$ cat config.mk
export PLATFORM = sky130hd
export DESIGN_NAME = rsc_top
export DESIGN_NICKNAME = d
export VERILOG_FILES = /design/src/hdl/rsc_pkg.sv /design/src/hdl/rsc_capture_reg.sv /design/src/hdl/rsc_top.sv
export SDC_FILE = /design/constraint.sdc
export NUM_CORES = 1
export LEC_CHECK = 0
export BUFFER_PORTS_ARGS = -buffer_cell sky130_fd_sc_hd__clkbuf_2
export CAP_MARGIN = 0
export CORE_UTILIZATION = 35
export DETAILED_ROUTE_END_ITERATION = 8
export PLACE_DENSITY_LB_ADDON = 0.05
export REMOVE_ABC_BUFFERS = 1
export SYNTH_ARGS = -nofsm -noshare
export SYNTH_HDL_FRONTEND = slang
export SYNTH_SLANG_ARGS = --single-unit
$ cat constraint.sdc
create_clock -name sys_clk -period 2.84 [get_ports sys_clk]
set_input_delay 0.142 -clock sys_clk [delete_from_list [all_inputs] [get_ports sys_clk]]
set_output_delay 0.142 -clock sys_clk [all_outputs]
set_load 0.02 [all_outputs]
$ cat src/hdl/rsc_pkg.sv
/*
  package for the reset strap capture block: register map, strap bit
  positions, management mode codes, capture states and the carrier struct.
  assumes a single 250 MHz system clock and an active-low async reset.
*/
// Contract
// - strap 0 high enables serial interface debounce
// - debounce: open-drain data out, else push-pull
// - three-bit strap field selects management mode
// - pull-up is one; strap 1 is mode LSB
// - serial-only mode passes processor frames serially
// - unmanaged: no serial frames, EEPROM boot allowed
// - straps 6..4 give default serial device address
// - strap 4 is device identifier LSB
// - strap 7 high means EEPROM absent
// - strap 9 high enables module detection
// - strap 11 high enables MAC power saving
// - strap 12 high enables timeout internal reset
// - fast port tx enables kept, read back
// - uplink tx enable and error kept, read back
// - after reset straps drive the status outputs
package rsc_pkg;
  // strap field positions
  localparam int STRAP_W        = 16;
  localparam int BIT_DEBOUNCE   = 0;
  localparam int BIT_MODE_LSB   = 1;
  localparam int BIT_ID_LSB     = 4;
  localparam int BIT_EEPROM_ABS = 7;
  localparam int BIT_MOD_DETECT = 9;
  localparam int BIT_PWR_SAVE   = 11;
  localparam int BIT_TMO_RESET  = 12;
  localparam int STATUS_W       = 4;
  localparam int FAST_PORTS     = 2;
  localparam int UPLINK_W       = 2;

  // management interface mode codes
  localparam logic [2:0] MODE_PAR16      = 3'h0;
  localparam logic [2:0] MODE_PAR8       = 3'h1;
  localparam logic [2:0] MODE_SERIAL_MII = 3'h2;
  localparam logic [2:0] MODE_SERIAL     = 3'h3;
  localparam logic [2:0] MODE_UNMANAGED  = 3'h7;

  // register byte offsets
  localparam logic [7:0] OFF_STRAP  = 8'h00;
  localparam logic [7:0] OFF_DECODE = 8'h04;
  localparam logic [7:0] OFF_FAST   = 8'h08;
  localparam logic [7:0] OFF_UPLINK = 8'h0C;
  localparam logic [7:0] OFF_CTRL   = 8'h10;
  localparam logic [7:0] OFF_STATUS = 8'h14;

  // decode register layout
  localparam int DEC_MODE_LSB = 0;
  localparam int DEC_ID_LSB   = 4;
  localparam int DEC_FLAG_LSB = 8;

  // control register: bit 0 lets the status pins be driven
  localparam logic [1:0] CTRL_RESET   = 2'h1;
  localparam int         CTRL_STAT_EN = 0;
  localparam int         CTRL_PUSH_PULL = 1;

  // capture state, one-hot
  typedef enum logic [1:0] {
    ST_SAMPLE = 2'b01,
    ST_RUN    = 2'b10
  } rsc_state_e;

  // decoded power-up configuration
  typedef struct packed {
    logic       debounceEn;
    logic       dataOpenDrain;
    logic [2:0] mgmtMode;
    logic       cpuSerialFrameEn;
    logic       unmanaged;
    logic       eepromBootEn;
    logic [2:0] deviceId;
    logic       eepromAbsent;
    logic       moduleDetectEn;
    logic       powerSaveEn;
    logic       timeoutResetEn;
  } rsc_cfg_s;
endpackage

$ cat src/hdl/rsc_capture_reg.sv
/*
  one group of strap flops: loads the pin levels on a single load pulse and
  holds them. assumes load is raised once, at the first edge after reset.
*/
module rsc_capture_reg #(
  parameter int W = 16
) (
  // clock and reset
  input  wire logic         sys_clk,
  input  wire logic         nrst,
  // pin levels and load strobe
  input  wire logic [W-1:0] pinLevel,
  input  wire logic         load,
  // held value
  output logic      [W-1:0] held
);
  // async reset takes a constant; the pin is sampled only by the clocked load
  always_ff @(posedge sys_clk or negedge nrst) begin
    if (!nrst) begin
      held <= '0;
    end else if (load) begin
      held <= pinLevel;
    end
  end

  // once loaded the value must never move again until the next reset
  logic loaded; // set by the first load
  always_ff @(posedge sys_clk or negedge nrst) begin
    if (!nrst) begin
      loaded <= 1'b0;
    end else if (load) begin
      loaded <= 1'b1;
    end
  end

  property p_hold;
    @(posedge sys_clk) disable iff (!nrst) loaded |=> $stable(held);
  endproperty
  a_hold: assert property (p_hold) else $error("strap capture changed after load");
endmodule

$ cat src/hdl/rsc_top.sv
/*
  reset strap capture: samples the strap pins at reset release, decodes the
  power-up configuration, keeps the user straps, then turns the shared pins
  into status outputs. registers sit behind an APB slave.
  assumes the board pulls every strap pin and the pins are synchronous.
*/
module rsc_top
  import rsc_pkg::*;
(
  // clock and reset
  input  wire logic                     sys_clk,
  input  wire logic                     nrst,
  // shared strap / status pins
  input  wire logic [rsc_pkg::STRAP_W-1:0] strapStatusPinsI,
  output logic      [rsc_pkg::STRAP_W-1:0] strapStatusPinsO,
  output logic      [rsc_pkg::STRAP_W-1:0] strapStatusPinsOe,
  // fast port transmit enable pins
  input  wire logic [rsc_pkg::FAST_PORTS-1:0] fastPortTxEnableI,
  input  wire logic [rsc_pkg::FAST_PORTS-1:0] fastPortTxEnableMac,
  output logic      [rsc_pkg::FAST_PORTS-1:0] fastPortTxEnableO,
  output logic      [rsc_pkg::FAST_PORTS-1:0] fastPortTxEnableOe,
  // uplink transmit enable and error pins
  input  wire logic                     uplinkTxEnableI,
  input  wire logic                     uplinkTxErrorI,
  input  wire logic                     uplinkTxEnableMac,
  input  wire logic                     uplinkTxErrorMac,
  output logic                          uplinkTxEnableO,
  output logic                          uplinkTxErrorO,
  output logic                          uplinkTxOe,
  // serial interface data output pin
  input  wire logic                     serialDataOutVal,
  output logic                          serialDataOutO,
  output logic                          serialDataOutOe,
  // status from the rest of the switch
  input  wire logic                     initStarted,
  input  wire logic                     memTestBusy,
  input  wire logic                     initDone,
  input  wire logic                     eepromCsumOk,
  // decoded configuration
  output rsc_pkg::rsc_cfg_s             cfg,
  output logic                          cfgValid,
  // APB slave
  input  wire logic                     psel,
  input  wire logic                     penable,
  input  wire logic                     pwrite,
  input  wire logic [7:0]               paddr,
  input  wire logic [31:0]              pwdata,
  output logic [31:0]                   prdata,
  output logic                          pready,
  output logic                          pslverr
);
  import rsc_pkg::*;

  rsc_state_e                state;      // capture state
  rsc_state_e                next_state; // next capture state
  logic                      load;       // one-cycle capture strobe
  logic [STRAP_W-1:0]        strapCap;   // held strap levels
  logic [FAST_PORTS-1:0]     fastCap;    // held fast port user straps
  logic [UPLINK_W-1:0]       uplinkCap;  // held uplink user straps
  logic [1:0]                ctrl;       // software control
  logic [STATUS_W-1:0]       statusQ;    // registered status bits
  logic                      captured;   // straps are valid
  logic [2:0]                mode;       // raw mode field

  // capture sequence: sample at the first edge after release, then run
  always_comb begin
    case (state)
      ST_SAMPLE: next_state = ST_RUN;
      ST_RUN:    next_state = ST_RUN;
      default:   next_state = ST_SAMPLE;
    endcase
  end

  // state flop; a new reset is the only way back to sampling
  always_ff @(posedge sys_clk or negedge nrst) begin
    if (!nrst) begin
      state <= ST_SAMPLE;
    end else begin
      state <= next_state;
    end
  end

  assign load     = (state == ST_SAMPLE);
  assign captured = (state == ST_RUN);
  assign cfgValid = captured;

  // straps: one capture group per pin set, same load strobe for all
  rsc_capture_reg #(.W(STRAP_W)) u_strap (
    .sys_clk  (sys_clk),
    .nrst     (nrst),
    .pinLevel (strapStatusPinsI),
    .load     (load),
    .held     (strapCap)
  );

  rsc_capture_reg #(.W(FAST_PORTS)) u_fast (
    .sys_clk  (sys_clk),
    .nrst     (nrst),
    .pinLevel (fastPortTxEnableI),
    .load     (load),
    .held     (fastCap)
  );

  rsc_capture_reg #(.W(UPLINK_W)) u_uplink (
    .sys_clk  (sys_clk),
    .nrst     (nrst),
    .pinLevel ({uplinkTxErrorI, uplinkTxEnableI}),
    .load     (load),
    .held     (uplinkCap)
  );

  // decode of the held straps; pull-up reads as one
  assign mode = strapCap[BIT_MODE_LSB +: 3];
  always_comb begin
    cfg                  = '0;
    cfg.debounceEn       = strapCap[BIT_DEBOUNCE];
    cfg.dataOpenDrain    = strapCap[BIT_DEBOUNCE];
    cfg.mgmtMode         = mode;
    cfg.cpuSerialFrameEn = (mode == MODE_SERIAL);
    cfg.unmanaged        = (mode == MODE_UNMANAGED);
    // eeprom boot only without a processor and with the part fitted
    cfg.eepromBootEn     = (mode == MODE_UNMANAGED) && !strapCap[BIT_EEPROM_ABS];
    cfg.deviceId         = strapCap[BIT_ID_LSB +: 3];
    cfg.eepromAbsent     = strapCap[BIT_EEPROM_ABS];
    cfg.moduleDetectEn   = strapCap[BIT_MOD_DETECT];
    cfg.powerSaveEn      = strapCap[BIT_PWR_SAVE];
    cfg.timeoutResetEn   = strapCap[BIT_TMO_RESET];
  end

  // status bits registered so the pins come from flops
  always_ff @(posedge sys_clk or negedge nrst) begin
    if (!nrst) begin
      statusQ <= '0;
    end else begin
      statusQ <= {eepromCsumOk, initDone, memTestBusy, initStarted};
    end
  end

  // shared pins: inputs while sampling, status outputs afterwards
  always_ff @(posedge sys_clk or negedge nrst) begin
    if (!nrst) begin
      strapStatusPinsO  <= '0;
      strapStatusPinsOe <= '0;
    end else begin
      // reserved upper pins are driven low
      strapStatusPinsO  <= {{(STRAP_W-STATUS_W){1'b0}}, statusQ};
      // drive only once sampling is over and software allows it
      strapStatusPinsOe <= {STRAP_W{(next_state == ST_RUN) && ctrl[CTRL_STAT_EN]}};
    end
  end

  // user strap pins hand over to the MACs after capture
  always_ff @(posedge sys_clk or negedge nrst) begin
    if (!nrst) begin
      fastPortTxEnableO  <= '0;
      fastPortTxEnableOe <= '0;
      uplinkTxEnableO    <= 1'b0;
      uplinkTxErrorO     <= 1'b0;
      uplinkTxOe         <= 1'b0;
    end else begin
      fastPortTxEnableO  <= fastPortTxEnableMac;
      fastPortTxEnableOe <= {FAST_PORTS{next_state == ST_RUN}};
      uplinkTxEnableO    <= uplinkTxEnableMac;
      uplinkTxErrorO     <= uplinkTxErrorMac;
      uplinkTxOe         <= (next_state == ST_RUN);
    end
  end

  // serial data out driver style follows the debounce strap
  // software may force push-pull for bring-up on boards without a pull-up
  always_ff @(posedge sys_clk or negedge nrst) begin
    if (!nrst) begin
      serialDataOutO  <= 1'b0;
      serialDataOutOe <= 1'b0;
    end else if (next_state != ST_RUN) begin
      serialDataOutO  <= 1'b0;
      serialDataOutOe <= 1'b0;
    end else if (cfg.dataOpenDrain && !ctrl[CTRL_PUSH_PULL]) begin
      // open drain: pull low only, release for a one
      serialDataOutO  <= 1'b0;
      serialDataOutOe <= !serialDataOutVal;
    end else begin
      // totem pole: always driven
      serialDataOutO  <= serialDataOutVal;
      serialDataOutOe <= 1'b1;
    end
  end

  // APB: zero-wait access, read data latched in the setup cycle
  logic       setup;  // setup phase of a transfer
  logic       access; // access phase of a transfer
  logic       hit;    // address decodes to a register
  logic [31:0] rdMux; // read data before the flop
  assign setup  = psel && !penable;
  assign access = psel && penable;
  assign pready = 1'b1;

  // address decode; anything else answers with an error
  always_comb begin
    hit   = 1'b1;
    rdMux = '0;
    case (paddr)
      OFF_STRAP:  rdMux[STRAP_W-1:0] = strapCap;
      OFF_DECODE: begin
        rdMux[DEC_MODE_LSB +: 3] = cfg.mgmtMode;
        rdMux[DEC_ID_LSB +: 3]   = cfg.deviceId;
        rdMux[DEC_FLAG_LSB +: 9] = {cfg.eepromBootEn, cfg.unmanaged, cfg.cpuSerialFrameEn,
                                    cfg.timeoutResetEn, cfg.powerSaveEn, cfg.moduleDetectEn,
                                    cfg.eepromAbsent, cfg.dataOpenDrain, cfg.debounceEn};
      end
      OFF_FAST:   rdMux[FAST_PORTS-1:0] = fastCap;
      OFF_UPLINK: rdMux[UPLINK_W-1:0]   = uplinkCap;
      OFF_CTRL:   rdMux[1:0]            = ctrl;
      OFF_STATUS: rdMux[STATUS_W:0]     = {captured, statusQ};
      default:    hit = 1'b0;
    endcase
  end

  // read data and error are flops loaded at the setup edge
  always_ff @(posedge sys_clk or negedge nrst) begin
    if (!nrst) begin
      prdata  <= '0;
      pslverr <= 1'b0;
    end else if (setup) begin
      prdata  <= pwrite ? 32'h00000000 : rdMux;
      pslverr <= !hit || (paddr[1:0] != 2'h0);
    end
  end

  // control register write at the access edge
  always_ff @(posedge sys_clk or negedge nrst) begin
    if (!nrst) begin
      ctrl <= CTRL_RESET;
    end else if (access && pwrite && (paddr == OFF_CTRL)) begin
      ctrl <= pwdata[1:0];
    end
  end

  // checks
  property p_pins_input_in_sample;
    @(posedge sys_clk) disable iff (!nrst)
      !captured |-> (strapStatusPinsOe == '0) && (fastPortTxEnableOe == '0) && !uplinkTxOe && !serialDataOutOe;
  endproperty
  a_pins_input_in_sample: assert property (p_pins_input_in_sample) else $error("pin driven before capture");

  property p_capture_once;
    @(posedge sys_clk) disable iff (!nrst) load |=> captured [*3];
  endproperty
  a_capture_once: assert property (p_capture_once) else $error("capture not final");

  property p_debounce;
    @(posedge sys_clk) disable iff (!nrst) captured |-> cfg.debounceEn == strapCap[BIT_DEBOUNCE];
  endproperty
  a_debounce: assert property (p_debounce) else $error("debounce not from strap");

  property p_open_drain;
    @(posedge sys_clk) disable iff (!nrst)
      captured && $past(captured) && cfg.debounceEn && !ctrl[CTRL_PUSH_PULL] && $stable(ctrl)
      |-> !serialDataOutO && (serialDataOutOe == !$past(serialDataOutVal));
  endproperty
  a_open_drain: assert property (p_open_drain) else $error("open drain output wrong");

  property p_push_pull;
    @(posedge sys_clk) disable iff (!nrst)
      captured && $past(captured) && (!$past(cfg.debounceEn) || $past(ctrl[CTRL_PUSH_PULL]))
      |-> serialDataOutOe && (serialDataOutO == $past(serialDataOutVal));
  endproperty
  a_push_pull: assert property (p_push_pull) else $error("push pull output wrong");

  property p_mode;
    @(posedge sys_clk) disable iff (!nrst) load |=> cfg.mgmtMode == $past(strapStatusPinsI[3:1]);
  endproperty
  a_mode: assert property (p_mode) else $error("mode not from straps 3..1");

  property p_serial_frames;
    @(posedge sys_clk) disable iff (!nrst) cfg.cpuSerialFrameEn == (cfg.mgmtMode == MODE_SERIAL);
  endproperty
  a_serial_frames: assert property (p_serial_frames) else $error("serial frame enable wrong");

  property p_unmanaged;
    @(posedge sys_clk) disable iff (!nrst)
      cfg.unmanaged |-> !cfg.cpuSerialFrameEn && (cfg.eepromBootEn == !cfg.eepromAbsent);
  endproperty
  a_unmanaged: assert property (p_unmanaged) else $error("unmanaged decode wrong");

  property p_device_id;
    @(posedge sys_clk) disable iff (!nrst) load |=> cfg.deviceId == $past(strapStatusPinsI[6:4]);
  endproperty
  a_device_id: assert property (p_device_id) else $error("device id not from straps 6..4");

  property p_flags;
    @(posedge sys_clk) disable iff (!nrst) load |=> cfg.eepromAbsent == $past(strapStatusPinsI[7])
      && cfg.moduleDetectEn == $past(strapStatusPinsI[9]) && cfg.powerSaveEn == $past(strapStatusPinsI[11])
      && cfg.timeoutResetEn == $past(strapStatusPinsI[12]);
  endproperty
  a_flags: assert property (p_flags) else $error("single-bit straps decoded wrong");

  property p_fast_read;
    @(posedge sys_clk) disable iff (!nrst) setup && !pwrite && paddr == OFF_FAST |=> prdata == {30'h0, fastCap};
  endproperty
  a_fast_read: assert property (p_fast_read) else $error("fast user strap read wrong");

  property p_uplink_read;
    @(posedge sys_clk) disable iff (!nrst) setup && !pwrite && paddr == OFF_UPLINK |=> prdata == {30'h0, uplinkCap};
  endproperty
  a_uplink_read: assert property (p_uplink_read) else $error("uplink user strap read wrong");

  property p_status_pins;
    @(posedge sys_clk) disable iff (!nrst)
      captured |-> ##2 strapStatusPinsO == {12'h000, $past(eepromCsumOk, 2), $past(initDone, 2),
                                            $past(memTestBusy, 2), $past(initStarted, 2)};
  endproperty
  a_status_pins: assert property (p_status_pins) else $error("status pins lag wrong");

  // once captured the user strap pins belong to the macs again
  property p_tx_oe;
    @(posedge sys_clk) disable iff (!nrst) captured |-> (fastPortTxEnableOe == '1) && uplinkTxOe;
  endproperty
  a_tx_oe: assert property (p_tx_oe) else $error("user strap pins not handed back");

  property p_status_oe;
    @(posedge sys_clk) disable iff (!nrst)
      captured |-> strapStatusPinsOe == {STRAP_W{$past(ctrl[CTRL_STAT_EN])}};
  endproperty
  a_status_oe: assert property (p_status_oe) else $error("status pin drive not from control");

  // single-bit decode against the pins as they stood at the capture edge
  property p_mode_lsb;
    @(posedge sys_clk) disable iff (!nrst) load |=> cfg.mgmtMode[0] == $past(strapStatusPinsI[BIT_MODE_LSB]);
  endproperty
  a_mode_lsb: assert property (p_mode_lsb) else $error("mode lsb not from strap 1");

  property p_id_lsb;
    @(posedge sys_clk) disable iff (!nrst) load |=> cfg.deviceId[0] == $past(strapStatusPinsI[BIT_ID_LSB]);
  endproperty
  a_id_lsb: assert property (p_id_lsb) else $error("device id lsb not from strap 4");

  property p_module_detect;
    @(posedge sys_clk) disable iff (!nrst) load |=> cfg.moduleDetectEn == $past(strapStatusPinsI[BIT_MOD_DETECT]);
  endproperty
  a_module_detect: assert property (p_module_detect) else $error("module detect not from strap 9");

  property p_power_save;
    @(posedge sys_clk) disable iff (!nrst) load |=> cfg.powerSaveEn == $past(strapStatusPinsI[BIT_PWR_SAVE]);
  endproperty
  a_power_save: assert property (p_power_save) else $error("power saving not from strap 11");

  property p_timeout_reset;
    @(posedge sys_clk) disable iff (!nrst) load |=> cfg.timeoutResetEn == $past(strapStatusPinsI[BIT_TMO_RESET]);
  endproperty
  a_timeout_reset: assert property (p_timeout_reset) else $error("timeout reset not from strap 12");
endmodule

==> After elaboration in Yosys (flattened, before gate mapping) <==
Cells that the tools add are included.
{ "totals": {"reg_bits": 74, "in_bits": 74} }
{ "classes": {"n_eq_ne": 11, "muxes": 15, "n_reduce_logical": 18} }
{ "ops": {"columns": ["operator", "n"], "rows": [
  ["17-bit 2-to-1 mux", 1],
  ["8-bit by 4-bit == test with 1-bit output (second input constant)", 2],
  ["8-bit by 5-bit == test with 1-bit output (second input constant)", 2],
  ["8-bit case mux with 2 select lines", 1],
  ["2-bit case mux with 6 select lines", 1],
  ["8-bit by 3-bit == test with 1-bit output (second input constant)", 1],
  ["8-bit zero test", 1],
  ["1-bit logical AND", 7],
  ["1-bit 2-to-1 mux", 7],
  ["6-bit OR reduction", 1],
  ["1-bit zero test", 5],
  ["2-bit == test (second input constant)", 2],
  ["2-bit 2-to-1 mux", 2],
  ["1-bit case mux with 2 select lines", 2],
  ["2-bit OR reduction", 2],
  ["3-bit by 2-bit == test with 1-bit output (second input constant)", 1],
  ["3-bit == test (second input constant)", 1],
  ["1-bit case mux with 3 select lines", 1],
  ["2-bit by 1-bit == test with 1-bit output (second input constant)", 1],
  ["2-bit inequality test (second input constant)", 1],
  ["2-bit nonzero test", 1],
  ["1-bit logical OR", 1]
]} }

==> Longest topological paths before layout <==
Gate-level depths: netlist (run 1).
{ "depth": {"depth_word": 5, "mapped_depth": 6} }

==> By module <==
From an unflattened synthesis (run 1), not the netlist that was laid out.
{ "hier_totals": {"hier_cells": 223, "area_unflattened_um2": 2785.2} }
{ "by_module_without_submodules": {"columns": ["module", "n_inst", "cells_each", "area_per_inst_um2", "seq_area_each_um2"], "rows": [
  ["rsc_top", 1, 181, 1990.7, 928.4],
  ["rsc_capture_reg (u_strap)", 1, 34, 649.4, 400.4],
  ["rsc_capture_reg (u_fast ...)", 2, 4, 72.6, 50.0]
]} }

==> Worst setup path after synthesis (run 1) <==
OpenSTA, ideal clock, no wires.
{ "synth_path": {"path_type": "input port to flip-flop", "startpoint": "in paddr[0]", "endpoint": "reg prdata[14]", "t_arrival_ns": 1.892, "slack_ns": 0.873, "path_stages": 6, "n_path_buf": 2, "path_cell_list": "or4_4 > or4_4 > buf_6 > or3_4 > buf_6 > o21ai_2"} }
{ "synth_via": {"elab_chain_cells": 3} }
{ "synth_lines": {"columns": ["item", "line_no", "source"], "rows": [
  ["start, declared", "rsc_top.sv:46", "input wire logic [7:0] paddr,"],
  ["8-bit by 3-bit == test with 1-bit output / 8-bit zero test (equally long branches)", "rsc_top.sv:202", "case (paddr)"],
  ["8-bit case mux with 2 select lines (*)", "rsc_top.sv:202", null],
  ["17-bit 2-to-1 mux (*)", "rsc_top.sv:225", "prdata <= pwrite ? 32'h00000000 : rdMux;"],
  ["end signal, assigned", "rsc_top.sv:225", null],
  ["end, declared", "rsc_top.sv:48", "output logic [31:0] prdata,"]
]} }
Every way passes the cells marked *; elsewhere a longest branch is shown, timed or not.
A chain may end at the register's enable or synchronous reset.

==> Final worst setup path (run 1) <==
{ "layout_path": {"startpoint": "reg state[0]", "endpoint": "reg u_strap.held[15]"} }
{ "layout_via": {"elab_chain_cells": 1} }
{ "layout_lines": {"columns": ["item", "line_no", "source"], "rows": [
  ["start, declared", "rsc_top.sv:54", "rsc_state_e state;"],
  ["start signal, assigned", "rsc_top.sv:79", "state <= next_state;"],
  ["2-bit by 1-bit == test with 1-bit output", "rsc_top.sv:83", "assign load = (state == ST_SAMPLE);"],
  ["end signal, assigned", "rsc_capture_reg.sv:22", "held <= pinLevel;"],
  ["end, declared", "rsc_capture_reg.sv:15", "output logic [W-1:0] held"]
]} }
Every way passes these cells.

==> results of run 1 <==
-- sequential cells by signal (all words and copies together) (netlist names) --
register / count
prdata: 17
u_uplink.held: 2
u_fast.held: 2
ctrl: 2
u_strap.held: 16
state: 2
serialDataOutOe: 1
serialDataOutO: 1
strapStatusPinsOe: 1
uplinkTxErrorO: 1
fastPortTxEnableO: 2
uplinkTxEnableO: 1
pslverr: 1
statusQ: 4
strapStatusPinsO: 4
-- cell usage in the layout, fill, tap and decap left out, drive strengths merged, types with 3 or more instances in the layout --
cell type,synthesis,final
clkbuf,6,116
nor3,6,6
inv,5,5
nor2,4,4
nand2,22,22
clkinv,0,4
dfrtp,55,55
dlygate4sd3,0,11
o21ai,15,15
nand2b,3,3
buf,61,4
conb,2,28
mux2i,15,15
mux2,20,20
-- layout make-up --
type	count	area, um^2
clock inverter	6	57.6
fill	741	4090
multi-input combinational	135	925
clock buffer	10	138
sequential	57	1430
tap	99	124
timing repair buffer	121	671
inverter	5	18.8
-- synth_stat cells --
| library cell | n | area, um^2 |
|---|---|---|
| mux2i_1 | 15 | 150 |
| nor2b_1 | 2 | 12.5 |
| a211oi_1 | 1 | 7.51 |
| buf_6 | 2 | 22.5 |
| nor3b_1 | 1 | 7.51 |
| mux2_2 | 20 | 225 |
| or4_4 | 2 | 22.5 |
| dfrtp_1 | 55 | 1380 |
| nand4_1 | 1 | 6.26 |
| or3_4 | 1 | 11.3 |
| o31a_2 | 2 | 20.0 |
| ha_1 | 2 | 25.0 |
| a221o_1 | 1 | 10.0 |
| o21ai_0 | 5 | 25.0 |
| nand2_1 | 22 | 82.6 |
| buf_4 | 57 | 428 |
| clkbuf_1 | 6 | 22.5 |
| inv_1 | 5 | 18.8 |
| o22ai_1 | 2 | 12.5 |
| o31ai_1 | 2 | 15.0 |
| a22o_1 | 2 | 17.5 |
| buf_1 | 2 | 7.51 |
| dfstp_2 | 2 | 52.6 |
| nor3_1 | 6 | 30.0 |
| or3_1 | 1 | 6.26 |
| and2_1 | 1 | 6.26 |
| a21oi_1 | 1 | 5.00 |
| nand2b_1 | 3 | 18.8 |
| o21ai_2 | 10 | 87.6 |
| conb_1 | 2 | 7.51 |
| nor2_1 | 4 | 15.0 |
-- critical path: cells and delay by family, from the launching register on --
kind,cells,cell delay (ps)
adder cells (fa/ha/maj),1,510
buffers and inverters,1,320
multiplexers,1,350
flip-flops,1,530
-- kinds of logic after synthesis --
group | after synthesis | synth area share [%]
other | 2 | 0.273
DFF | 57 | 51.9
adders and majority gates | 2 | 0.908
buffers and inverters | 72 | 18.1
and+or+nand+nor | 44 | 7.95
muxes | 35 | 13.6
AOI/OAI and AO/OA | 26 | 7.27
-- report_power, final --
part,internal (mW),total (mW),leakage [nW],switching [mW]
logic,0.0747,0.206,0.937,0.131
clock network,0.422,0.752,0.102,0.330
registers,0.840,0.858,0.702,0.0181
-- per-layer routing --
| metal | up-vias | share of wire, % | GRT usage, % |
|---|---|---|---|
| met3 | 5 | 6.8 | 6.40 |
| met2 | 89 | 48 | 23.5 |
| met1 | 872 | 44 | 19.4 |
| met5 | - | 0 | 0 |
| met4 | 0 | 0.96 | 4.44 |
| li1 | 903 | - | - |
-- metrics by stage --
stage	instances	power [mW]	utilization, %	instance area, um^2
6_report	433	1.82	45.1	3360
4_1_cts	433	1.85	45.1	3360
3_5_place_dp	406	1.07	41.0	3060
5_1_grt	433	1.90	45.1	3360
3_3_place_gp	406	1.07	41.0	3060
2_1_floorplan	197	0.974	-	2370
-- worst paths after layout --
kind                                            from                  end  slack, ps  cells past startpoint
worst max-delay path                        state[0]     u_strap.held[15]       1010                      3
worst min-delay path            strapStatusPinsI[13]     u_strap.held[13]         30                      2
worst max register to register              state[0]     u_strap.held[15]       1010                      3
worst min register to register            statusQ[1]  strapStatusPinsO[1]        370                      0
max in group asynchronous                       nrst      u_strap.held[3]       1860                      3
min in group asynchronous                       nrst     u_uplink.held[1]        500                      3
==> results.json, run 1 <==
{
  "antenna_left": 0,
  "fin_hold_ws_ps": 29.9,
  "avgSynthCellArea_um2": 11.6,
  "grt_antenna_before_repair": 0,
  "worstHoldPathType": "input pin to flip-flop",
  "die_x_um": 90.7,
  "core-area_um2": 7450,
  "tightest_slew_ps": 729,
  "cts_tree": "yes",
  "worstPathMaxFanout": 13,
  "vias": 1869,
  "viasPerCell": 4.32,
  "place.gp.congestion": 0.687,
  "layout-drive-gt1-share_pct": 48.8,
  "grt_pass1_vias": 1839,
  "clk_pin_slew_ps": 70,
  "yosysWarnings": 0,
  "totalWireLength_um": 5950,
  "drt_iter0_markers": 53,
  "post-place-ws_ps": 672,
  "antennaDiodeCount": 0,
  "area_growth_pct": 22.0,
  "cp_cell_sequence": "ha_1, buf_4, mux2_2",
  "slew_headroom_pct": 51.4,
  "cp_data_arrival_time_ps": 2050,
  "critPathCaptureType": "flip-flop",
  "status": "finished clean",
  "power_density_nw_per_um2": 540,
  "tns_ps": 0,
  "row_count": 31,
  "setup_viol": 0,
  "hold_violations": 0,
  "io_pins": 165,
  "synth_cell_types": 31,
  "cts_sinks": 57,
  "holdBufCountCts": 11,
  "portBuffers": 106,
  "drv_cap": 0,
  "clock_latency_ps": 340,
  "grt_pass1_wl_um": 9530,
  "slowest_delay_ps": 530,
  "finalWorstSetupSlack_ps": 1010,
  "synth_seq_cells": 57,
  "fmax_mhz": 546,
  "cp-start-kind": "flip-flop",
  "fin_crit_ps": 1830,
  "grt_max_degree": 58,
  "critPathSlowestCell": "dfstp_2",
  "routedWlPerCell_um": 13.7,
  "cts_setup_buffers": 0,
  "slew_viol_final": 0,
  "ir_worst_vdd_mv": 0.241,
  "fin_crit_sh_pct": 64.4,
  "rsz0062_at_grt": "false",
  "crit_required_ps": 3060,
  "critPathKind": "flip-flop to flip-flop",
  "gr-usage-all-layers_pct": 15.2,
  "synthCells": 238,
  "p_leak_nw": 1.74,
  "clk_path_buf_depth": 2,
  "hpwl_um": 4060,
  "fin_nets": 405,
  "cts_made_buffers": 9,
  "fin_skew_ps": 12.3,
  "dr.pass1.iters": 4,
  "htreeDepth": 3,
  "start_util_pct": 37.0,
  "synth_area_um2": 2760,
  "dieArea_um2": 8230,
  "chipHeight_um": 90.7,
  "clock-root-buffer": "clkbuf_8",
  "overflow": 0,
  "yosysSeqAreaShare_pct": 51.9,
  "drc_errors": 0,
  "cts_resized": 0
}
No activity file was read; power rests on OpenSTA's default activity.
==> run 2: changes to the inputs <==
Settings changed: ABC_AREA from default to 1.
Clock period 2.84 ns to 1.8 ns, I/O delays scaled along.
==> run 2 against run 1 <==
- global-route usage grew 1.4 points
- critical path type is now flip-flop to primary output
- combinational power grew 75%
- area after synthesis grew 4.9%
- core utilization grew 3.2 points
- routed wire length grew 9.9%
- largest power group is now clock
- total power grew 76%
==> results.json, run 2 <==
{
  "fin_crit_ps": 1490,
  "cts_made_buffers": 9,
  "yosysMostFrequentCell": "nand2_1",
  "chipHeight_um": 92.9,
  "htreeDepth": 3,
  "largest_reg_flops": 17,
  "synth_cell_types": 29,
  "fin_hold_ws_ps": 13.0,
  "final_common_cell": "clkbuf_2",
  "clk_path_buf_depth": 2,
  "synth_mux_area_share_pct": 2.73,
  "yosysSeqAreaShare_pct": 49.4,
  "cts_resized": 0,
  "drc_errors": 0,
  "ir_worst_vdd_mv": 0.528,
  "place.gp.congestion": 0.708,
  "area_growth_pct": 31.2,
  "cp_cell_sequence": "inv_1, nor3_2, nand2_1, clkinv_1, clkbuf_2",
  "fin_skew_ps": 5.94,
  "critPathCaptureType": "primary output",
  "regMostFlops": "prdata",
  "avgSynthCellArea_um2": 9.26,
  "fin_crit_sh_pct": 82.6,
  "grt_pass1_wl_um": 11000,
  "synth-async-reset-ratio_pct": 100,
  "synth-compound-area-share_pct": 7.01,
  "clock_latency_ps": 330,
  "io_pins": 165,
  "antenna_left": 0,
  "synthSimpleGateAreaFrac_pct": 19.3,
  "dp.cells": 488,
  "netlist.top_cell.by_area": "dfrtp_1",
  "clk_pin_slew_ps": 60,
  "worstHoldPathType": "input pin to flip-flop",
  "synth_common_cells": "61 x nand2_1, 57 x buf_4, 55 x dfrtp_1",
  "hold_violations": 0,
  "row_count": 32,
  "overflow": 0,
  "status": "finished clean",
  "crit_start": "u_strap.held[2]",
  "hpwl_um": 4640,
  "utilization_pct": 48.3,
  "core-area_um2": 7850,
  "cp-start-kind": "flip-flop",
  "portBuffers": 106,
  "grt_pass1_vias": 2262,
  "critPathKind": "flip-flop to primary output",
  "crit_required_ps": 1710,
  "dr.pass1.iters": 4,
  "rsz0062_at_grt": "false",
  "p_leak_nw": 2.06,
  "die_x_um": 92.9,
  "slew_viol_final": 0,
  "synth-adder-area-share_pct": 0.866,
  "routedWlPerCell_um": 12.2,
  "path_delay_family": "flip-flops",
  "holdBufCountCts": 30,
  "synthFlopType": "dfrtp_1",
  "slowest_delay_ps": 430,
  "start_util_pct": 36.8,
  "synthCells": 312,
  "drv_cap": 0,
  "hold_start": "uplinkTxErrorI",
  "cts_tree": "yes",
  "gr-usage-all-layers_pct": 16.7,
  "rr_startpoint": "state[0]",
  "most-common-layout-cells": "106 x clkbuf_2, 61 x nand2_1, 55 x dfrtp_1",
  "grt_antenna_before_repair": 0,
  "vias": 2249,
  "power_density_nw_per_um2": 841,
  "setup_viol": 0,
  "cts_sinks": 57,
  "fin_cells": 535,
  "worstPathMaxFanout": 5,
  "path_buf_inv": 3,
  "synth_seq_cells": 57,
  "clock-root-buffer": "clkbuf_8",
  "critPathSlowestCell": "dfrtp_1",
  "synth_area_um2": 2890,
  "synth_edf_count": 0,
  "fmax_mhz": 673,
  "synth_area_leaders": "dfrtp_1 48%, buf_4 15%, nand2_1 7.9%",
  "viasPerCell": 4.20,
  "synth_top_family_by_area": "buffers and inverters",
  "layout-drive-gt1-share_pct": 37.0,
  "cp_data_arrival_time_ps": 1400,
  "synthDominantCellAreaShare_pct": 47.6,
  "fin_nets": 504,
  "dieArea_um2": 8630,
  "synthXorXnorAreaFrac_pct": 0,
  "largestRegisters": "prdata (17), u_strap.held (16)",
  "totalWireLength_um": 6530,
  "grt_max_degree": 58,
  "antennaDiodeCount": 0,
  "cts_setup_buffers": 0,
  "yosysWarnings": 0,
  "drt_iter0_markers": 58
}
==> run 2: changes by cell type after synthesis, moves of 7 or more <==
cell | previous run | this run
o21ai_2 | 10 | 2
mux2_2 | 20 | 7
inv_1 | 5 | 30
nor2_1 | 4 | 11
nand2_1 | 22 | 61
o21ai_0 | 5 | 20
nand3_1 | 0 | 21
mux2i_1 | 15 | 0
==> run 2: layout make-up <==
| cell class | instances | area (um^2) |
|---|---|---|
| clock buffers | 11 | 141 |
| clock inverters | 5 | 103 |
| fillers | 795 | 4060 |
| inverters | 37 | 139 |
| multi-input cells | 182 | 970 |
| flip-flops and latches | 57 | 1430 |
| well taps | 102 | 128 |
| repair buffers | 141 | 883 |
==> run 2: layer usage <==
layer	up-vias	GRT usage (%)	routed length, um
met5	-	0	0
li1	1122	-	-
met3	8	4.02	439
met4	0	6.15	87
met1	1029	22.4	3030
met2	90	26.0	2970
==> run 2: worst reg2reg max path: stages (launching register included) <==
cell and delay (ps):
dfstp_2 530, ha_1 150, buf_4 150, buf_4 260
o21ai_0 140
==> run 2: per-stage QoR <==
step | cell area [um^2] | worst slack (ps) | setup TNS [ps] | power, mW
2_1_floorplan | 2540 | -483 | -8300 | 1.54
3_3_place_gp | 3240 | 446 | 0 | 1.68
3_5_place_dp | 3240 | 438 | 0 | 1.69
4_1_cts | 3780 | 268 | 0 | 3.23
5_1_grt | 3790 | 203 | 0 | 3.34
6_report | 3790 | 313 | 0 | 3.19
==> run 2: final timing paths <==
check	to	slack, ps	depth (start not counted)
min	u_uplink.held[1]	10	2
min in group asynchronous	u_fast.held[0]	290	3
max	cfg[7]	310	5
max reg2reg	u_strap.held[0]	450	4
max in group asynchronous	state[0]	1170	3
min reg2reg	strapStatusPinsO[3]	390	0
==> run 2: power breakdown <==
part / leakage [nW] / internal [mW] / total (mW) / switching [mW]
logic: 1.24 / 0.132 / 0.360 / 0.228
registers: 0.697 / 1.32 / 1.35 / 0.0251
clock network: 0.120 / 0.956 / 1.48 / 0.523
total: 2.06 / 2.41 / 3.19 / 0.776
==> run 2: kinds of logic (layout without fill, tap and decap cells) <==
| family | after synthesis | in the layout |
|---|---|---|
| mux | 7 | 7 |
| buf+inv | 99 | 194 |
| flops | 57 | 57 |
| other cells | 2 | 28 |
| fa+ha+maj | 2 | 2 |
| simple gates | 112 | 112 |
| compound gates | 33 | 33 |
==> run 3: changes to the inputs <==
Clock period 1.8 ns to 1.5 ns, I/O delays scaled along.
==> run 3 against run 2 <==
- highest routed layer unchanged
- combinational power rose by 24%
- critical path type unchanged
- cell count rose by 0.93%
- largest power group is now registers
- via count rose by 2.6%
- worst hold slack improved by 59 ps
- register-to-register slack got worse by 270 ps
- non-clock buffer count rose by 5
- clock skew barely moved
- final area rose by 0.46%
==> results.json, run 3 (synthesis results as in run 2) <==
{
  "status": "finished clean",
  "cts_made_buffers": 9,
  "overflow": 0,
  "grt_pass1_vias": 2207,
  "dp.cells": 488,
  "r2r.worst_path.cells": 4,
  "layout-drive-gt1-share_pct": 37.7,
  "core-area_um2": 7850,
  "ff2ff_setup_slack_ps": 180,
  "area_growth_pct": 31.8,
  "row_count": 32,
  "hold_depth": 4,
  "hpwl_um": 4580,
  "final_common_cell": "clkbuf_2",
  "setup_viol": 0,
  "critPathSlowestCell": "dfrtp_1",
  "largest_reg_flops": 17,
  "cp_data_arrival_time_ps": 1340,
  "fin_hold_ws_ps": 72.5,
  "slew_viol_final": 0,
  "grt_pass1_wl_um": 10600,
  "fin_nets": 509,
  "rr_startpoint": "state[0]",
  "antennaDiodeCount": 0,
  "viasPerCell": 4.27,
  "portBuffers": 106,
  "antenna_left": 0,
  "path_delay_family": "flip-flops",
  "rsz0062_at_grt": "false",
  "clock_latency_ps": 330,
  "cts_sinks": 57,
  "drt_iter0_markers": 83,
  "hold_violations": 0,
  "slowest_delay_ps": 370,
  "fin_crit_ps": 1410,
  "vias": 2307,
  "nFillCells": 779,
  "cts_tree": "yes",
  "clock-root-buffer": "clkbuf_8",
  "most-common-layout-cells": "106 x clkbuf_2, 61 x nand2_1, 54 x dfrtp_1",
  "regToRegEndpoint": "u_strap.held[10]",
  "crit_required_ps": 1420,
  "worstHoldPathType": "input pin to flip-flop",
  "fin_cells": 540,
  "ir_worst_vdd_mv": 0.621,
  "cp-start-kind": "flip-flop",
  "path_buf_inv": 3,
  "critPathCaptureType": "primary output",
  "largestRegisters": "prdata (17), u_strap.held (16)",
  "drc_errors": 0,
  "critPathKind": "flip-flop to primary output",
  "fin_crit_sh_pct": 94.3,
  "worstPathMaxFanout": 3,
  "grt_antenna_before_repair": 0,
  "place.gp.congestion": 0.711,
  "dr.pass1.iters": 4,
  "die_x_um": 92.9,
  "gr-usage-all-layers_pct": 16.3,
  "power_density_nw_per_um2": 944,
  "hold_end": "prdata[2]",
  "clk_path_buf_depth": 2,
  "regMostFlops": "prdata",
  "start_util_pct": 36.8,
  "p_leak_nw": 2.07,
  "cp_cell_sequence": "inv_1, nor3_4, nand2_1, clkinv_1, clkbuf_2",
  "drv_cap": 0,
  "io_pins": 165,
  "totalWireLength_um": 6520,
  "routedWlPerCell_um": 12.1,
  "grt_max_degree": 58,
  "fmax_mhz": 707,
  "clk_pin_slew_ps": 60,
  "hold_start": "pwrite",
  "dieArea_um2": 8630,
  "fin_skew_ps": 5.86,
  "htreeDepth": 3,
  "chipHeight_um": 92.9
}
[run 3: cell count changes in the layout (fill, tap and decap cells not counted)]
cell / previous run / this run
buf_6: 0 / 1
dfrtp_2: 0 / 1
clkinv_2: 1 / 3
nor3_2: 1 / 0
dfrtp_1: 55 / 54
dlygate4sd3_1: 31 / 32
bufinv_16: 3 / 2
clkbuf_8: 10 / 9
buf_4: 3 / 6
nor3_4: 0 / 1
[run 3: how the worst max path moves through the flow]
stage                              start              endpoint  slack (ps)  cells past startpoint
floorplan           strapStatusPinsOe[0]  strapStatusPinsOe[0]        -770                      0
global placement                state[0]      u_strap.held[14]         160                      4
detailed placement              state[0]      u_strap.held[10]         120                      4
CTS                      u_strap.held[1]                cfg[7]          20                      5
global route             u_strap.held[1]                cfg[7]           2                      5
finish                   u_strap.held[1]                cfg[7]          90                      5
[run 3: layout make-up]
cell class | instances | area (um^2) | area share (%)
sequential | 57 | 1430 | 37.5
timing repair buffer | 146 | 927 | 24.3
multi-input combinational | 182 | 976 | 25.6
inverter | 37 | 139 | 3.65
tap | 102 | 128 | 3.35
clock inverter | 6 | 82.6 | 2.17
clock buffer | 10 | 128 | 3.35
[run 3: metrics by stage]
step / area (um^2) / util (%) / power, mW / setup WS [ps] / setup TNS [ps]
2_1_floorplan: 2540 / - / 1.85 / -768 / -17450
3_3_place_gp: 3240 / 41.3 / 2.02 / 160 / 0
3_5_place_dp: 3240 / 41.3 / 2.02 / 118 / 0
4_1_cts: 3780 / 48.1 / 3.66 / 18.2 / 0
5_1_grt: 3810 / 48.5 / 3.78 / 2.32 / 0
6_report: 3810 / 48.5 / 3.60 / 86.1 / 0
[run 3: worst register-to-register path: stages (launching register included)]
cell,delay (ps)
dfstp_2,530
ha_1,170
buf_4,160
buf_6,200
o21ai_0,130
[run 3: report_power, final]
part	internal [mW]	total [mW]	switching, mW
clock network	0.926	1.53	0.607
registers	1.59	1.62	0.0290
logic	0.168	0.445	0.277
total	2.68	3.60	0.913
[run 3: repair_timing]
| action | 4_1_cts | 5_1_grt |
|---|---|---|
| hold endpoints to repair | 87 | 0 |
| hold buffers | 32 | 0 |
| setup buffers | 0 | 4 |
| pin swaps | 0 | 1 |
| setup endpoints to repair | 1 | 2 |
| resized for setup | 2 | 1 |
[run 3: routing by layer]
layer,up-vias,track usage (%),part of all wire [%],wire length [um]
li1,1133,-,-,-
met1,1070,21.3,46,2990
met2,96,25.1,46,2980
met3,8,6.32,7.4,482
met4,0,4.74,0.98,64
met5,-,0,0,0
